`src/include/cpa_pkg.sv`:
```
// Shared constants and types of the charger protection and alert block.
package cpa_pkg;
    localparam int unsigned CLK_PERIOD_NS    = 4;
    localparam int unsigned SHORT_DELAY_NS   = 60000;
    localparam int unsigned HICCUP_NS        = 800000;
    localparam int unsigned ALERT_PULSE_NS   = 250000;
    localparam int unsigned POWER_REPORT_NS  = 75000000;
    localparam int unsigned DSCHG_CUT_NS     = 100000;
    localparam int unsigned RETRY_WAIT_NS    = 800000;
    localparam int unsigned HOLD_STEP_NS     = 1000000;
    localparam int unsigned OFF_STEP_NS      = 100000000;
    localparam int unsigned SHORT_DELAY_CYC  = SHORT_DELAY_NS / CLK_PERIOD_NS;
    localparam int unsigned HICCUP_CYC       = HICCUP_NS / CLK_PERIOD_NS;
    localparam int unsigned ALERT_PULSE_CYC  = ALERT_PULSE_NS / CLK_PERIOD_NS;
    localparam int unsigned POWER_REPORT_CYC = POWER_REPORT_NS / CLK_PERIOD_NS;
    localparam int unsigned DSCHG_CUT_CYC    = DSCHG_CUT_NS / CLK_PERIOD_NS;
    localparam int unsigned RETRY_WAIT_CYC   = RETRY_WAIT_NS / CLK_PERIOD_NS;
    localparam int unsigned HOLD_STEP_CYC    = HOLD_STEP_NS / CLK_PERIOD_NS;
    localparam int unsigned OFF_STEP_CYC     = OFF_STEP_NS / CLK_PERIOD_NS;
    localparam int unsigned SET_W            = 2;
    localparam int unsigned SB_DSCHG_MODE    = 0;
    localparam int unsigned SB_SUPPL_MODE    = 1;
    localparam int unsigned SB_OVER_LIMIT    = 2;
    localparam int unsigned SB_SEVERE        = 3;
    localparam int unsigned SB_BAT_UNDERV    = 4;
    localparam int unsigned SB_RAIL_OK       = 5;
    localparam int unsigned SB_IN_OVER       = 6;
    localparam int unsigned SB_IN_CEIL       = 7;
    localparam int unsigned SB_BAT_SHORT     = 8;
    localparam int unsigned SB_IN_GOOD       = 9;
    localparam int unsigned SB_IN_FAULT      = 10;
    localparam int unsigned SB_CHG_DONE      = 11;
    localparam int unsigned SB_CHG_STATUS    = 12;
    localparam int unsigned SB_FAULT         = 13;
    localparam int unsigned SB_ALERT         = 14;
    localparam int unsigned SB_HOLD_SET      = 15;
    localparam int unsigned SB_OFF_SET       = 17;
    localparam int unsigned NSENSE           = 19;
    typedef enum logic {ODC_ON, ODC_CUT} cpa_odc_t;
    typedef enum logic {HIC_RUN, HIC_OFF} cpa_hic_t;
    typedef enum logic {DIS_IDLE, DIS_OFF} cpa_dis_t;
endpackage
```
`src/hdl/cpa_protect.sv`:
```
`timescale 1ns/100ps
// Protection, hiccup, disconnect and alert control of the power path.
module cpa_protect
    import cpa_pkg::*;
#(
    parameter int unsigned DCUT_CYC  = DSCHG_CUT_CYC,
    parameter int unsigned RETRY_CYC = RETRY_WAIT_CYC,
    parameter int unsigned SDLY_CYC  = SHORT_DELAY_CYC,
    parameter int unsigned HIC_CYC   = HICCUP_CYC,
    parameter int unsigned PULSE_CYC = ALERT_PULSE_CYC,
    parameter int unsigned PWD_CYC   = POWER_REPORT_CYC,
    parameter int unsigned HOLD_STEP = HOLD_STEP_CYC,
    parameter int unsigned OFF_STEP  = OFF_STEP_CYC
) (
    input  wire logic             clock_in,
    input  wire logic             rstn_in,
    input  wire logic             discharge_mode_in,
    input  wire logic             supplement_mode_in,
    input  wire logic             bat_over_limit_in,
    input  wire logic             severe_discharge_level_in,
    input  wire logic             battery_undervoltage_in,
    input  wire logic             system_rail_ok_in,
    input  wire logic             in_over_protect_in,
    input  wire logic             input_current_ceiling_in,
    input  wire logic             bat_short_in,
    input  wire logic             input_good_in,
    input  wire logic             input_fault_in,
    input  wire logic             charge_done_in,
    input  wire logic             charge_status_in,
    input  wire logic             fault_in,
    input  wire logic             alert_line_n_in,
    input  wire logic [SET_W-1:0] disconnect_hold_setting_in,
    input  wire logic [SET_W-1:0] disconnect_off_setting_in,
    output logic                  bat_switch_en_out,
    output logic                  bypass_en_out,
    output logic                  reverse_block_fet_en_out,
    output logic                  hiccup_out,
    output logic                  alert_line_n_out,
    output logic                  alert_line_n_oe_out,
    output logic                  alert_bias_low_out
);

    function automatic logic [31:0] set_to_cyc(input logic [SET_W-1:0] sel,
                                               input int unsigned step);
        set_to_cyc = 32'((32'(sel) + 32'h1) * step);
    endfunction

    logic [NSENSE-1:0] raw;
    logic [NSENSE-1:0] s;

    assign raw[SB_DSCHG_MODE] = discharge_mode_in;
    assign raw[SB_SUPPL_MODE] = supplement_mode_in;
    assign raw[SB_OVER_LIMIT] = bat_over_limit_in;
    assign raw[SB_SEVERE]     = severe_discharge_level_in;
    assign raw[SB_BAT_UNDERV] = battery_undervoltage_in;
    assign raw[SB_RAIL_OK]    = system_rail_ok_in;
    assign raw[SB_IN_OVER]    = in_over_protect_in;
    assign raw[SB_IN_CEIL]    = input_current_ceiling_in;
    assign raw[SB_BAT_SHORT]  = bat_short_in;
    assign raw[SB_IN_GOOD]    = input_good_in;
    assign raw[SB_IN_FAULT]   = input_fault_in;
    assign raw[SB_CHG_DONE]   = charge_done_in;
    assign raw[SB_CHG_STATUS] = charge_status_in;
    assign raw[SB_FAULT]      = fault_in;
    assign raw[SB_ALERT]      = alert_line_n_in;
    assign raw[SB_HOLD_SET +: SET_W] = disconnect_hold_setting_in;
    assign raw[SB_OFF_SET +: SET_W]  = disconnect_off_setting_in;

    cpa_sync #(.WIDTH(NSENSE)) u_sync (
        .clock_in (clock_in),
        .rstn_in  (rstn_in),
        .d_in     (raw),
        .q_out    (s)
    );

    // Battery discharge current protection.
    logic        mode_act;
    cpa_odc_t    odc_r;
    logic [31:0] odc_cnt_r;

    assign mode_act = s[SB_DSCHG_MODE] | s[SB_SUPPL_MODE];

    always_ff @(posedge clock_in) begin
        if (!rstn_in) begin
            odc_r     <= ODC_ON;
            odc_cnt_r <= '0;
        end else begin
            case (odc_r)
                ODC_ON: begin
                    if (mode_act && s[SB_SEVERE]) begin
                        odc_r     <= ODC_CUT;
                        odc_cnt_r <= '0;
                    end else if (mode_act && s[SB_OVER_LIMIT]) begin
                        if (odc_cnt_r == 32'(DCUT_CYC - 1)) begin
                            odc_r     <= ODC_CUT;
                            odc_cnt_r <= '0;
                        end else begin
                            odc_cnt_r <= odc_cnt_r + 32'h1;
                        end
                    end else begin
                        odc_cnt_r <= '0;
                    end
                end
                ODC_CUT: begin
                    if (odc_cnt_r == 32'(RETRY_CYC - 1)) begin
                        odc_r     <= ODC_ON;
                        odc_cnt_r <= '0;
                    end else begin
                        odc_cnt_r <= odc_cnt_r + 32'h1;
                    end
                end
                default: begin
                    odc_r     <= ODC_ON;
                    odc_cnt_r <= '0;
                end
            endcase
        end
    end

    // Short circuit detection on both paths and the shared hiccup timer.
    logic        armed_r;
    logic        hard_short;
    logic        in_lim;
    logic        bat_lim;
    logic        in_dly_done;
    logic        bat_dly_done;
    logic        hic_go;
    cpa_hic_t    hic_r;
    logic        hic_rvs_r;
    logic [31:0] hic_cnt_r;
    logic [31:0] in_dly_r;
    logic [31:0] bat_dly_r;

    assign hard_short = armed_r & ~s[SB_RAIL_OK] & s[SB_IN_OVER];
    assign in_lim     = ~s[SB_RAIL_OK] & s[SB_IN_CEIL];
    assign bat_lim    = s[SB_OVER_LIMIT];
    assign in_dly_done  = in_lim && in_dly_r == 32'(SDLY_CYC - 1);
    assign bat_dly_done = bat_lim && bat_dly_r == 32'(SDLY_CYC - 1);
    // Whichever path trips first starts the one shared timer.
    assign hic_go = hard_short | s[SB_BAT_SHORT] | in_dly_done
                  | bat_dly_done;

    // Arming drops on each hiccup so the retry may start at full limit.
    always_ff @(posedge clock_in) begin
        if (!rstn_in) begin
            armed_r <= 1'b0;
        end else if (hic_r == HIC_OFF) begin
            armed_r <= 1'b0;
        end else if (s[SB_RAIL_OK]) begin
            armed_r <= 1'b1;
        end
    end

    always_ff @(posedge clock_in) begin
        if (!rstn_in || hic_r != HIC_RUN) begin
            in_dly_r  <= '0;
            bat_dly_r <= '0;
        end else begin
            in_dly_r  <= in_lim && !in_dly_done ? in_dly_r + 32'h1 : '0;
            bat_dly_r <= bat_lim && !bat_dly_done ? bat_dly_r + 32'h1 : '0;
        end
    end

    always_ff @(posedge clock_in) begin
        if (!rstn_in) begin
            hic_r     <= HIC_RUN;
            hic_rvs_r <= 1'b0;
            hic_cnt_r <= '0;
        end else begin
            case (hic_r)
                HIC_RUN: begin
                    hic_cnt_r <= '0;
                    if (hic_go) begin
                        hic_r     <= HIC_OFF;
                        hic_rvs_r <= hard_short | in_dly_done;
                    end
                end
                HIC_OFF: begin
                    if (hic_cnt_r == 32'(HIC_CYC - 1)) begin
                        hic_r     <= HIC_RUN;
                        hic_rvs_r <= 1'b0;
                        hic_cnt_r <= '0;
                    end else begin
                        hic_cnt_r <= hic_cnt_r + 32'h1;
                    end
                end
                default: begin
                    hic_r     <= HIC_RUN;
                    hic_rvs_r <= 1'b0;
                    hic_cnt_r <= '0;
                end
            endcase
        end
    end

    // Host requested disconnect over the shared alert line.
    cpa_dis_t    dis_r;
    logic [31:0] dis_cnt_r;
    logic [31:0] hold_cyc;
    logic [31:0] off_cyc;
    logic        rel_r;
    logic [2:0]  own_sh_r;
    logic        host_low;
    logic        alert_drv;

    assign hold_cyc = set_to_cyc(s[SB_HOLD_SET +: SET_W], HOLD_STEP);
    assign off_cyc  = set_to_cyc(s[SB_OFF_SET +: SET_W], OFF_STEP);
    // Our own pulse echoes through the synchroniser, so it is masked.
    assign host_low = ~s[SB_ALERT] & ~alert_drv & ~|own_sh_r;

    always_ff @(posedge clock_in) begin
        if (!rstn_in) begin
            own_sh_r <= '0;
        end else begin
            own_sh_r <= {own_sh_r[1:0], alert_drv};
        end
    end

    // A new request needs the line seen high after the last one.
    always_ff @(posedge clock_in) begin
        if (!rstn_in || dis_r == DIS_OFF) begin
            rel_r <= 1'b0;
        end else if (s[SB_ALERT]) begin
            rel_r <= 1'b1;
        end
    end

    always_ff @(posedge clock_in) begin
        if (!rstn_in) begin
            dis_r     <= DIS_IDLE;
            dis_cnt_r <= '0;
        end else begin
            case (dis_r)
                DIS_IDLE: begin
                    if (host_low && rel_r) begin
                        if (dis_cnt_r == hold_cyc - 32'h1) begin
                            dis_r     <= DIS_OFF;
                            dis_cnt_r <= '0;
                        end else begin
                            dis_cnt_r <= dis_cnt_r + 32'h1;
                        end
                    end else begin
                        dis_cnt_r <= '0;
                    end
                end
                DIS_OFF: begin
                    if (dis_cnt_r == off_cyc - 32'h1) begin
                        dis_r     <= DIS_IDLE;
                        dis_cnt_r <= '0;
                    end else begin
                        dis_cnt_r <= dis_cnt_r + 32'h1;
                    end
                end
                default: begin
                    dis_r     <= DIS_IDLE;
                    dis_cnt_r <= '0;
                end
            endcase
        end
    end

    // Event collection for the alert pulse.
    logic        rep_r;
    logic [31:0] pwd_cnt_r;
    logic        rep_evt;
    logic [3:0]  prev_r;
    logic        evt_r;

    assign rep_evt = s[SB_IN_GOOD] != rep_r
                   && pwd_cnt_r == 32'(PWD_CYC - 1);

    always_ff @(posedge clock_in) begin
        if (!rstn_in) begin
            rep_r     <= 1'b0;
            pwd_cnt_r <= '0;
        end else if (s[SB_IN_GOOD] == rep_r || rep_evt) begin
            rep_r     <= s[SB_IN_GOOD];
            pwd_cnt_r <= '0;
        end else begin
            pwd_cnt_r <= pwd_cnt_r + 32'h1;
        end
    end

    always_ff @(posedge clock_in) begin
        if (!rstn_in) begin
            prev_r <= '0;
            evt_r  <= 1'b0;
        end else begin
            prev_r <= {s[SB_FAULT], s[SB_CHG_STATUS], s[SB_CHG_DONE],
                       s[SB_IN_FAULT]};
            evt_r  <= rep_evt | (s[SB_IN_FAULT] & ~prev_r[0])
                    | (s[SB_CHG_DONE] & ~prev_r[1])
                    | (s[SB_CHG_STATUS] ^ prev_r[2])
                    | (s[SB_FAULT] & ~prev_r[3]);
        end
    end

    // Pulses wait while the line is biased low for the disconnect, except one that starts on the edge the off period begins.
    cpa_pulse #(.WIDTH_CYC(PULSE_CYC)) u_pulse (
        .clock_in   (clock_in),
        .rstn_in    (rstn_in),
        .trig_in    (evt_r),
        .inhibit_in (dis_r == DIS_OFF),
        .drive_out  (alert_drv)
    );

    // Merged switch control; any cut request wins over the enables.
    logic bat_en_r;
    logic byp_en_r;
    logic rvs_en_r;
    logic bias_low_r;

    always_ff @(posedge clock_in) begin
        if (!rstn_in) begin
            bat_en_r <= 1'b1;
            byp_en_r <= 1'b1;
            rvs_en_r <= 1'b1;
        end else begin
            bat_en_r <= !(odc_r == ODC_CUT || s[SB_BAT_UNDERV] || in_lim
                        || hic_r == HIC_OFF
                        || dis_r == DIS_OFF);
            byp_en_r <= !(hic_r == HIC_OFF || dis_r == DIS_OFF);
            rvs_en_r <= !(hic_r == HIC_OFF && hic_rvs_r);
        end
    end

    always_ff @(posedge clock_in) begin
        if (!rstn_in) begin
            bias_low_r <= 1'b0;
        end else begin
            bias_low_r <= dis_r == DIS_OFF;
        end
    end

    assign bat_switch_en_out        = bat_en_r;
    assign bypass_en_out            = byp_en_r;
    assign reverse_block_fet_en_out = rvs_en_r;
    assign hiccup_out               = hic_r == HIC_OFF;
    assign alert_line_n_out         = 1'b0;
    assign alert_line_n_oe_out      = alert_drv;
    assign alert_bias_low_out       = bias_low_r;
endmodule

```
`src/hdl/cpa_pulse.sv`:
```
`timescale 1ns/100ps
// Alert pulse generator with one pending event slot.
module cpa_pulse
    import cpa_pkg::*;
#(
    parameter int unsigned WIDTH_CYC = ALERT_PULSE_CYC
) (
    input  wire logic clock_in,
    input  wire logic rstn_in,
    input  wire logic trig_in,
    input  wire logic inhibit_in,
    output logic      drive_out
);
    logic        drv_r;
    logic        pend_r;
    logic [31:0] cnt_r;

    // Events during a pulse are merged into one follow-up pulse.
    always_ff @(posedge clock_in) begin
        if (!rstn_in) begin
            drv_r <= 1'b0;
            cnt_r <= '0;
        end else if (drv_r) begin
            if (cnt_r == 32'(WIDTH_CYC - 1)) begin
                drv_r <= 1'b0;
                cnt_r <= '0;
            end else begin
                cnt_r <= cnt_r + 32'h1;
            end
        end else if ((pend_r || trig_in) && !inhibit_in) begin
            drv_r <= 1'b1;
            cnt_r <= '0;
        end
    end

    always_ff @(posedge clock_in) begin
        if (!rstn_in) begin
            pend_r <= 1'b0;
        end else if (trig_in && (drv_r || inhibit_in)) begin
            pend_r <= 1'b1;
        end else if (!drv_r && !inhibit_in) begin
            pend_r <= 1'b0;
        end
    end

    assign drive_out = drv_r;
endmodule

```
`src/hdl/cpa_sync.sv`:
```
`timescale 1ns/100ps
// Two-flop synchroniser for a vector of pin levels.
module cpa_sync
    import cpa_pkg::*;
#(
    parameter int unsigned WIDTH = 1
) (
    input  wire logic             clock_in,
    input  wire logic             rstn_in,
    input  wire logic [WIDTH-1:0] d_in,
    output logic      [WIDTH-1:0] q_out
);
    logic [WIDTH-1:0] meta_r;
    logic [WIDTH-1:0] q_r;

    always_ff @(posedge clock_in) begin
        if (!rstn_in) begin
            meta_r <= '0;
            q_r    <= '0;
        end else begin
            meta_r <= d_in;
            q_r    <= meta_r;
        end
    end

    assign q_out = q_r;
endmodule

```
`config.mk`:
```
export PLATFORM = sky130hd
export DESIGN_NAME = cpa_protect
export DESIGN_NICKNAME = d
export VERILOG_FILES = /design/src/include/cpa_pkg.sv /design/src/hdl/cpa_protect.sv /design/src/hdl/cpa_pulse.sv /design/src/hdl/cpa_sync.sv
export SDC_FILE = /design/constraint.sdc
export NUM_CORES = 1
export LEC_CHECK = 0
export ABC_AREA = 1
export ABC_CLOCK_PERIOD_IN_PS = 2800
export BUFFER_PORTS_ARGS = -buffer_cell sky130_fd_sc_hd__buf_2
export CORE_AREA = 4 4 191 193
export CTS_CLUSTER_DIAMETER = 60
export CTS_CLUSTER_SIZE = 24
export DETAILED_ROUTE_END_ITERATION = 6
export DIE_AREA = 0 0 195 197
export HOLD_SLACK_MARGIN = 0.08
export PLACE_DENSITY = 0.66
export SLEW_MARGIN = 40
export SYNTH_ARGS = -nofsm -noshare
export SYNTH_HDL_FRONTEND = slang
export SYNTH_SLANG_ARGS = --single-unit
export TNS_END_PERCENT = 1
```
`constraint.sdc`:
```
create_clock -name clock_in -period 2.8 [get_ports clock_in]
set_input_delay 0.7 -clock clock_in [delete_from_list [all_inputs] [get_ports clock_in]]
set_output_delay 0.7 -clock clock_in [all_outputs]
set_load 0.02 [all_outputs]
```
After elaboration in Yosys (flattened, before gate mapping) --
Cells that the tools add are included.
Operators by class: $add $sub $neg 11, multipliers 2, equal/unequal tests 13, mux-type cells 34, bitwise operators 30, reductions and logical operators 39
Operators by type and width (count):
- 32-bit 2-to-1 mux | 11
- 32-bit by 1-bit adder with 32-bit output, second input constant | 7
- 32-bit case mux with 2 select lines | 3
- 32-bit by 14-bit == test with 1-bit output, second input constant | 2
- 32-bit by 18-bit == test with 1-bit output, second input constant | 2
- 32-bit == test | 2
- 32-bit by 15-bit == test with 1-bit output, second input constant | 1
- 32-bit by 16-bit == test with 1-bit output, second input constant | 1
- 32-bit by 25-bit == test with 1-bit output, second input constant | 1
- 28-bit by 1-bit subtractor with 29-bit output, second input constant | 1
- 3-bit by 19-bit multiplier with 22-bit output, second input constant | 1
- 21-bit by 1-bit subtractor with 22-bit output, second input constant | 1
- 3-bit by 14-bit multiplier with 17-bit output, second input constant | 1
- 1-bit 2-to-1 mux | 16
- 1-bit logical AND | 12
- 1-bit NOT | 12
- 1-bit logical OR | 10
- 1-bit logical NOT | 9
- 1-bit bitwise OR | 9
- 1-bit bitwise AND | 8
- 1-bit case mux with 2 select lines | 4
- 2-bit OR reduction | 4
- 2-bit by 1-bit adder with 3-bit output, second input constant | 2
- 2-bit nonzero test | 2
- other kinds (7) | 7
Storage, ports and cells: register bits 283, input bits 21, logic and storage cells 154

Longest topological paths before layout --
word-level depth 8, gate-level depth with buffers 18

Cells and area by module --
A second synthesis with hierarchy kept.
Unflattened totals: cells, all modules 2142, area total of the unflattened synthesis 14650.3 um2
Modules (own cells, without submodules):
- cpa_protect | times used 1, cells an instance 1658, area each 11392.2 um2, seq. area each 4224.1 um2
- cpa_pulse | times used 1, cells an instance 366, area each 2177.1 um2, seq. area each 680.7 um2
- cpa_sync | times used 1, cells an instance 118, area each 1081.0 um2, seq. area each 760.7 um2

Worst setup path after synthesis --
Ideal clock, no wire load.
kind reg2reg, from register u_sync.q_r[15] (netlist: u_sync.q_out[15]), to register dis_cnt_r[10], library setup time 122 ps, arrival time 2864 ps, setup slack -186 ps, stages on the path, launching flop included 17, path buffers 2, period minus slack after synthesis 2986 ps, cell sequence dfxtp_1 clkbuf_2 inv_1 ha_1 xnor2_1 ha_1 inv_1 fa_1 xnor2_1 inv_1 nand2_1 nand3_1 o21ai_0 nand3_2 nand2_2 buf_6 a21oi_1
Between the ends: longest elaborated chain between the ends 7
RTL lines:
- from (decl) | RTL line cpa_sync.sv:14 | logic [WIDTH-1:0] q_r;
- from (signal assigned) | RTL line cpa_sync.sv:22 | q_r <= meta_r;
- 2-bit by 1-bit adder with 3-bit output | RTL line cpa_protect.sv:45 | set_to_cyc = 32'((32'(sel) + 32'h1) * step);
- 3-bit by 14-bit multiplier with 17-bit output | RTL line cpa_protect.sv:45
- 21-bit by 1-bit subtractor with 22-bit output | RTL line cpa_protect.sv:236 | if (dis_cnt_r == hold_cyc - 32'h1) begin
- 32-bit == test | RTL line cpa_protect.sv:236
- 32-bit 2-to-1 mux | RTL line cpa_protect.sv:236
- 32-bit 2-to-1 mux | RTL line cpa_protect.sv:235 | if (host_low && rel_r) begin
- 32-bit case mux with 2 select lines | RTL line cpa_protect.sv:233 | case (dis_r)
- to (signal assigned) | RTL line cpa_protect.sv:240 | dis_cnt_r <= dis_cnt_r + 32'h1;
- to (signal assigned) | RTL line cpa_protect.sv:251 | dis_cnt_r <= dis_cnt_r + 32'h1;
- to (decl) | RTL line cpa_protect.sv:198 | logic [31:0] dis_cnt_r;
Every way passes these cells. A chain may end at the register's enable or synchronous reset.

Worst setup path in the final report --
from register u_sync.q_r[15] (netlist: u_sync.q_out[15]), to register dis_cnt_r[6]
Same word-level chain as after synthesis.

==> flow_summary.json <==
{
  "status": "finished clean",
  "grt_usage": 0.179,
  "core_sq_um": 34500,
  "p_per_area_nw_per_um2": 500,
  "ant_nets": 0,
  "period_needed_ns": 2.70,
  "grt_pass1_vias": 13000,
  "dieArea_sq_um": 38400,
  "holdCritStartpoint": "charge_status_in",
  "worstReg2RegEnd": "dis_cnt_r[6]",
  "drive_gt1_frac": 0.106,
  "period_share": 0.963,
  "reg2reg_depth": 15,
  "p_leak_nw": 6.12,
  "drt_iter0_markers": 986,
  "clkSinkCount": 283,
  "antenna_cells": 0,
  "start_util": 0.437,
  "cts_tree": "built",
  "synthCells": 2184,
  "yosysWarnings": 0,
  "gpl.final_weighted_congestion": 0.931,
  "routed-via-count": 13700,
  "finalPower_mw": 8.49,
  "via_per_inst": 5.08,
  "cts_root_buf": "clkbuf_16",
  "cp_max_fo": 8,
  "syn_area_sq_um": 15100,
  "critical_path_arrival_ns": 3.18,
  "grt_max_degree": 44,
  "grt_pass1_wl_um": 60100,
  "whs_path_depth": 3,
  "first_pass_iters": 7,
  "die_w_um": 195,
  "area_growth_pct": 12.4,
  "maxSlewViolCount": 0,
  "startpoint_type": "flop",
  "path_clk_slew_ns": 0.08,
  "wl_per_cell_um": 13.1,
  "final-hold-violation-count": 0,
  "critPathKind": "reg -> reg",
  "wirelength_um": 35300,
  "finalSetupViolCount": 0,
  "yosysSeqAreaShare": 0.375,
  "slew_headroom": 0.532,
  "io_buffers": 26,
  "antenna_found_initial": 0,
  "clk_latency_ns": 0.58,
  "synth_nets": 2234,
  "overflow": 0,
  "place_hpwl_um": 26000,
  "drc": 0,
  "avgSynthCellArea_sq_um": 6.91,
  "clock_skew_ns": 0.0436,
  "pin_count": 28,
  "hp-class": "in -> reg",
  "fillers": 3530,
  "reg2reg_slack_ns": 0.10,
  "r2r-start": "u_sync.q_out[15]",
  "tightest_slew_ns": 0.696,
  "synth_cell_types": 53,
  "min_to": "u_sync.meta_r[12]",
  "final_nets": 2270,
  "cap_violations": 0,
  "numCtsBuffers": 27,
  "clockBufferDepth": 3,
  "timing.fmax_mhz": 371,
  "rsz0062_at_grt": "yes",
  "ir_drop_uv": 520,
  "num_rows": 68,
  "htreeDepth": 1,
  "chipHeight_um": 197,
  "critPathCaptureType": "flop",
  "whs_ns": 0.298,
  "cp.required_ns": 3.28,
  "ys_ff_latch": 283
}
## sequential cells by signal, indices dropped and copies added, names as in the netlist, 3 cells and up
name           cells
own_sh_r           3
prev_r             4
odc_cnt_r         32
hic_cnt_r         32
in_dly_r          32
bat_dly_r         32
dis_cnt_r         32
u_sync.meta_r     19
pwd_cnt_r         32
u_sync.q_out      19
u_pulse.cnt_r     32
## cell families (layout without fill, tap and decap cells)
kind of cell,after synthesis,count (layout),synth area share
AND/OR/NAND/NOR,1223,1223,0.379
buffers and inverters,358,415,0.0947
flip-flops,283,283,0.375
AO/OA/AOI/OAI,186,186,0.0661
XOR/XNOR,104,104,0.0603
adder cells (fa/ha/maj),29,29,0.0245
other,1,1,0.000248
## layout by cell type (no fill, tap or decap), types with 5 or more instances in the layout
cell type and instances:
nor3_1 104, xnor2_1 25, nand2_1 480, nand3_1 125, nor3b_1 13, inv_1 305, xor2_1 77, a21oi_1 110
nand3b_1 6, nor2_4 13, o21a_1 6, clkinv_8 7, clkbuf_16 29, o21ai_0 30, nor2_1 276, ha_1 24
nand4_1 82, a21oi_2 14, nor4_1 26, dfxtp_1 280, o21ai_1 7, nor2_2 20, buf_2 26, buf_4 19
or2_2 19, nor3_2 17, inv_2 10, a211oi_1 5, nand3_2 9, or2_0 7, nand2_2 11
## timing repair
item	4_1_cts	5_1_grt
hold endpoints to repair	0	0
setup endpoints to repair	0	33
hold buffers	0	0
buffers inserted	0	2
gates resized for setup	0	31
## cells in the mapped netlist, drive strengths merged
master	count	share of area
a211oi	5	0.0025
a21oi	124	0.041
a22oi	1	0.00050
a31oi	1	0.00041
a41oi	1	0.00058
and3	3	0.0013
buf	34	0.014
clkbuf	9	0.0026
conb	1	0.00025
dfxtp	283	0.38
fa	1	0.0013
ha	28	0.023
inv	315	0.078
nand2	493	0.13
nand3	135	0.049
nand3b	6	0.0030
nand4	85	0.036
nor2	309	0.086
nor3	122	0.047
nor3b	16	0.0090
nor4	27	0.012
o211ai	2	0.00099
o21a	6	0.0030
o21ai	39	0.013
o21bai	2	0.0012
o22ai	2	0.00083
o31ai	2	0.00099
o41ai	1	0.00058
or2	27	0.011
xnor2	27	0.016
xor2	77	0.045
## layer usage
layer / share of wire / up-vias / wire length, um / global-route usage
met1: 0.47 / 6213 / 16600 / 0.243
met3: 0.052 / 76 / 1850 / 0.0239
met2: 0.45 / 317 / 15800 / 0.298
met5: 0 / - / 0 / 0
li1: - / 7090 / - / -
met4: 0.031 / 0 / 1100 / 0.0564
## critical path, stage by stage (launching register included)
cell and delay, ns:
dfxtp_2 0.36, inv_2 0.05, ha_4 0.30, xnor2_4 0.14, ha_4 0.17, inv_1 0.05, fa_2 0.51, nand2_1 0.06
nor3_2 0.12, nand3_1 0.10, nor2_1 0.11, nand2_1 0.07, nand3_2 0.10, nand2_4 0.10, clkbuf_16 0.23, a21oi_1 0.15
## power by group
part / leakage (nW) / internal (mW) / total (mW) / switching (mW)
Sequential: 2.29 / 4.06 / 4.09 / 0.0302
Combinational: 3.33 / 0.103 / 0.300 / 0.197
Clock: 0.494 / 2.08 / 4.10 / 2.02
## per-stage QoR
| step | utilization | std cells | TNS [ns] | setup slack (ns) | cell area (sq um) |
|---|---|---|---|---|---|
| final | 0.491 | 2696 | 0 | 0.104 | 17000 |
| after global routing | 0.491 | 2696 | -2.01 | -0.102 | 17000 |
| after CTS | 0.485 | 2691 | 0 | 0.0152 | 16800 |
| after detailed placement | 0.456 | 2641 | 0 | 0.0585 | 15700 |
| after global placement | 0.456 | 2641 | 0 | 0.143 | 15700 |
| after floorplan | - | 2184 | 0 | 0.0256 | 15100 |
## how the worst max path moves through the flow
stage	startpoint	endpoint	slack [ns]	cells after the start
after floorplan	u_sync.q_out[15]	dis_cnt_r[10]	0.03	16
after global placement	u_sync.q_out[15]	dis_cnt_r[17]	0.14	15
after detailed placement	u_sync.q_out[15]	dis_cnt_r[24]	0.06	14
after CTS	u_sync.q_out[15]	dis_cnt_r[9]	0.02	14
after global routing	u_sync.q_out[16]	dis_cnt_r[28]	-0.10	15
final	u_sync.q_out[15]	dis_cnt_r[6]	0.10	15
## cell type report
cell class,instances,area (sq um),area share
flip-flops and latches,283,5670,0.334
repair buffers,50,374,0.0221
clock buffers,27,676,0.0398
clock inverters,23,352,0.0207
inverters,315,1180,0.0697
well taps,455,569,0.0336
multi-input cells,1543,8140,0.480
Note: power is estimated with default switching activity, not from simulation.
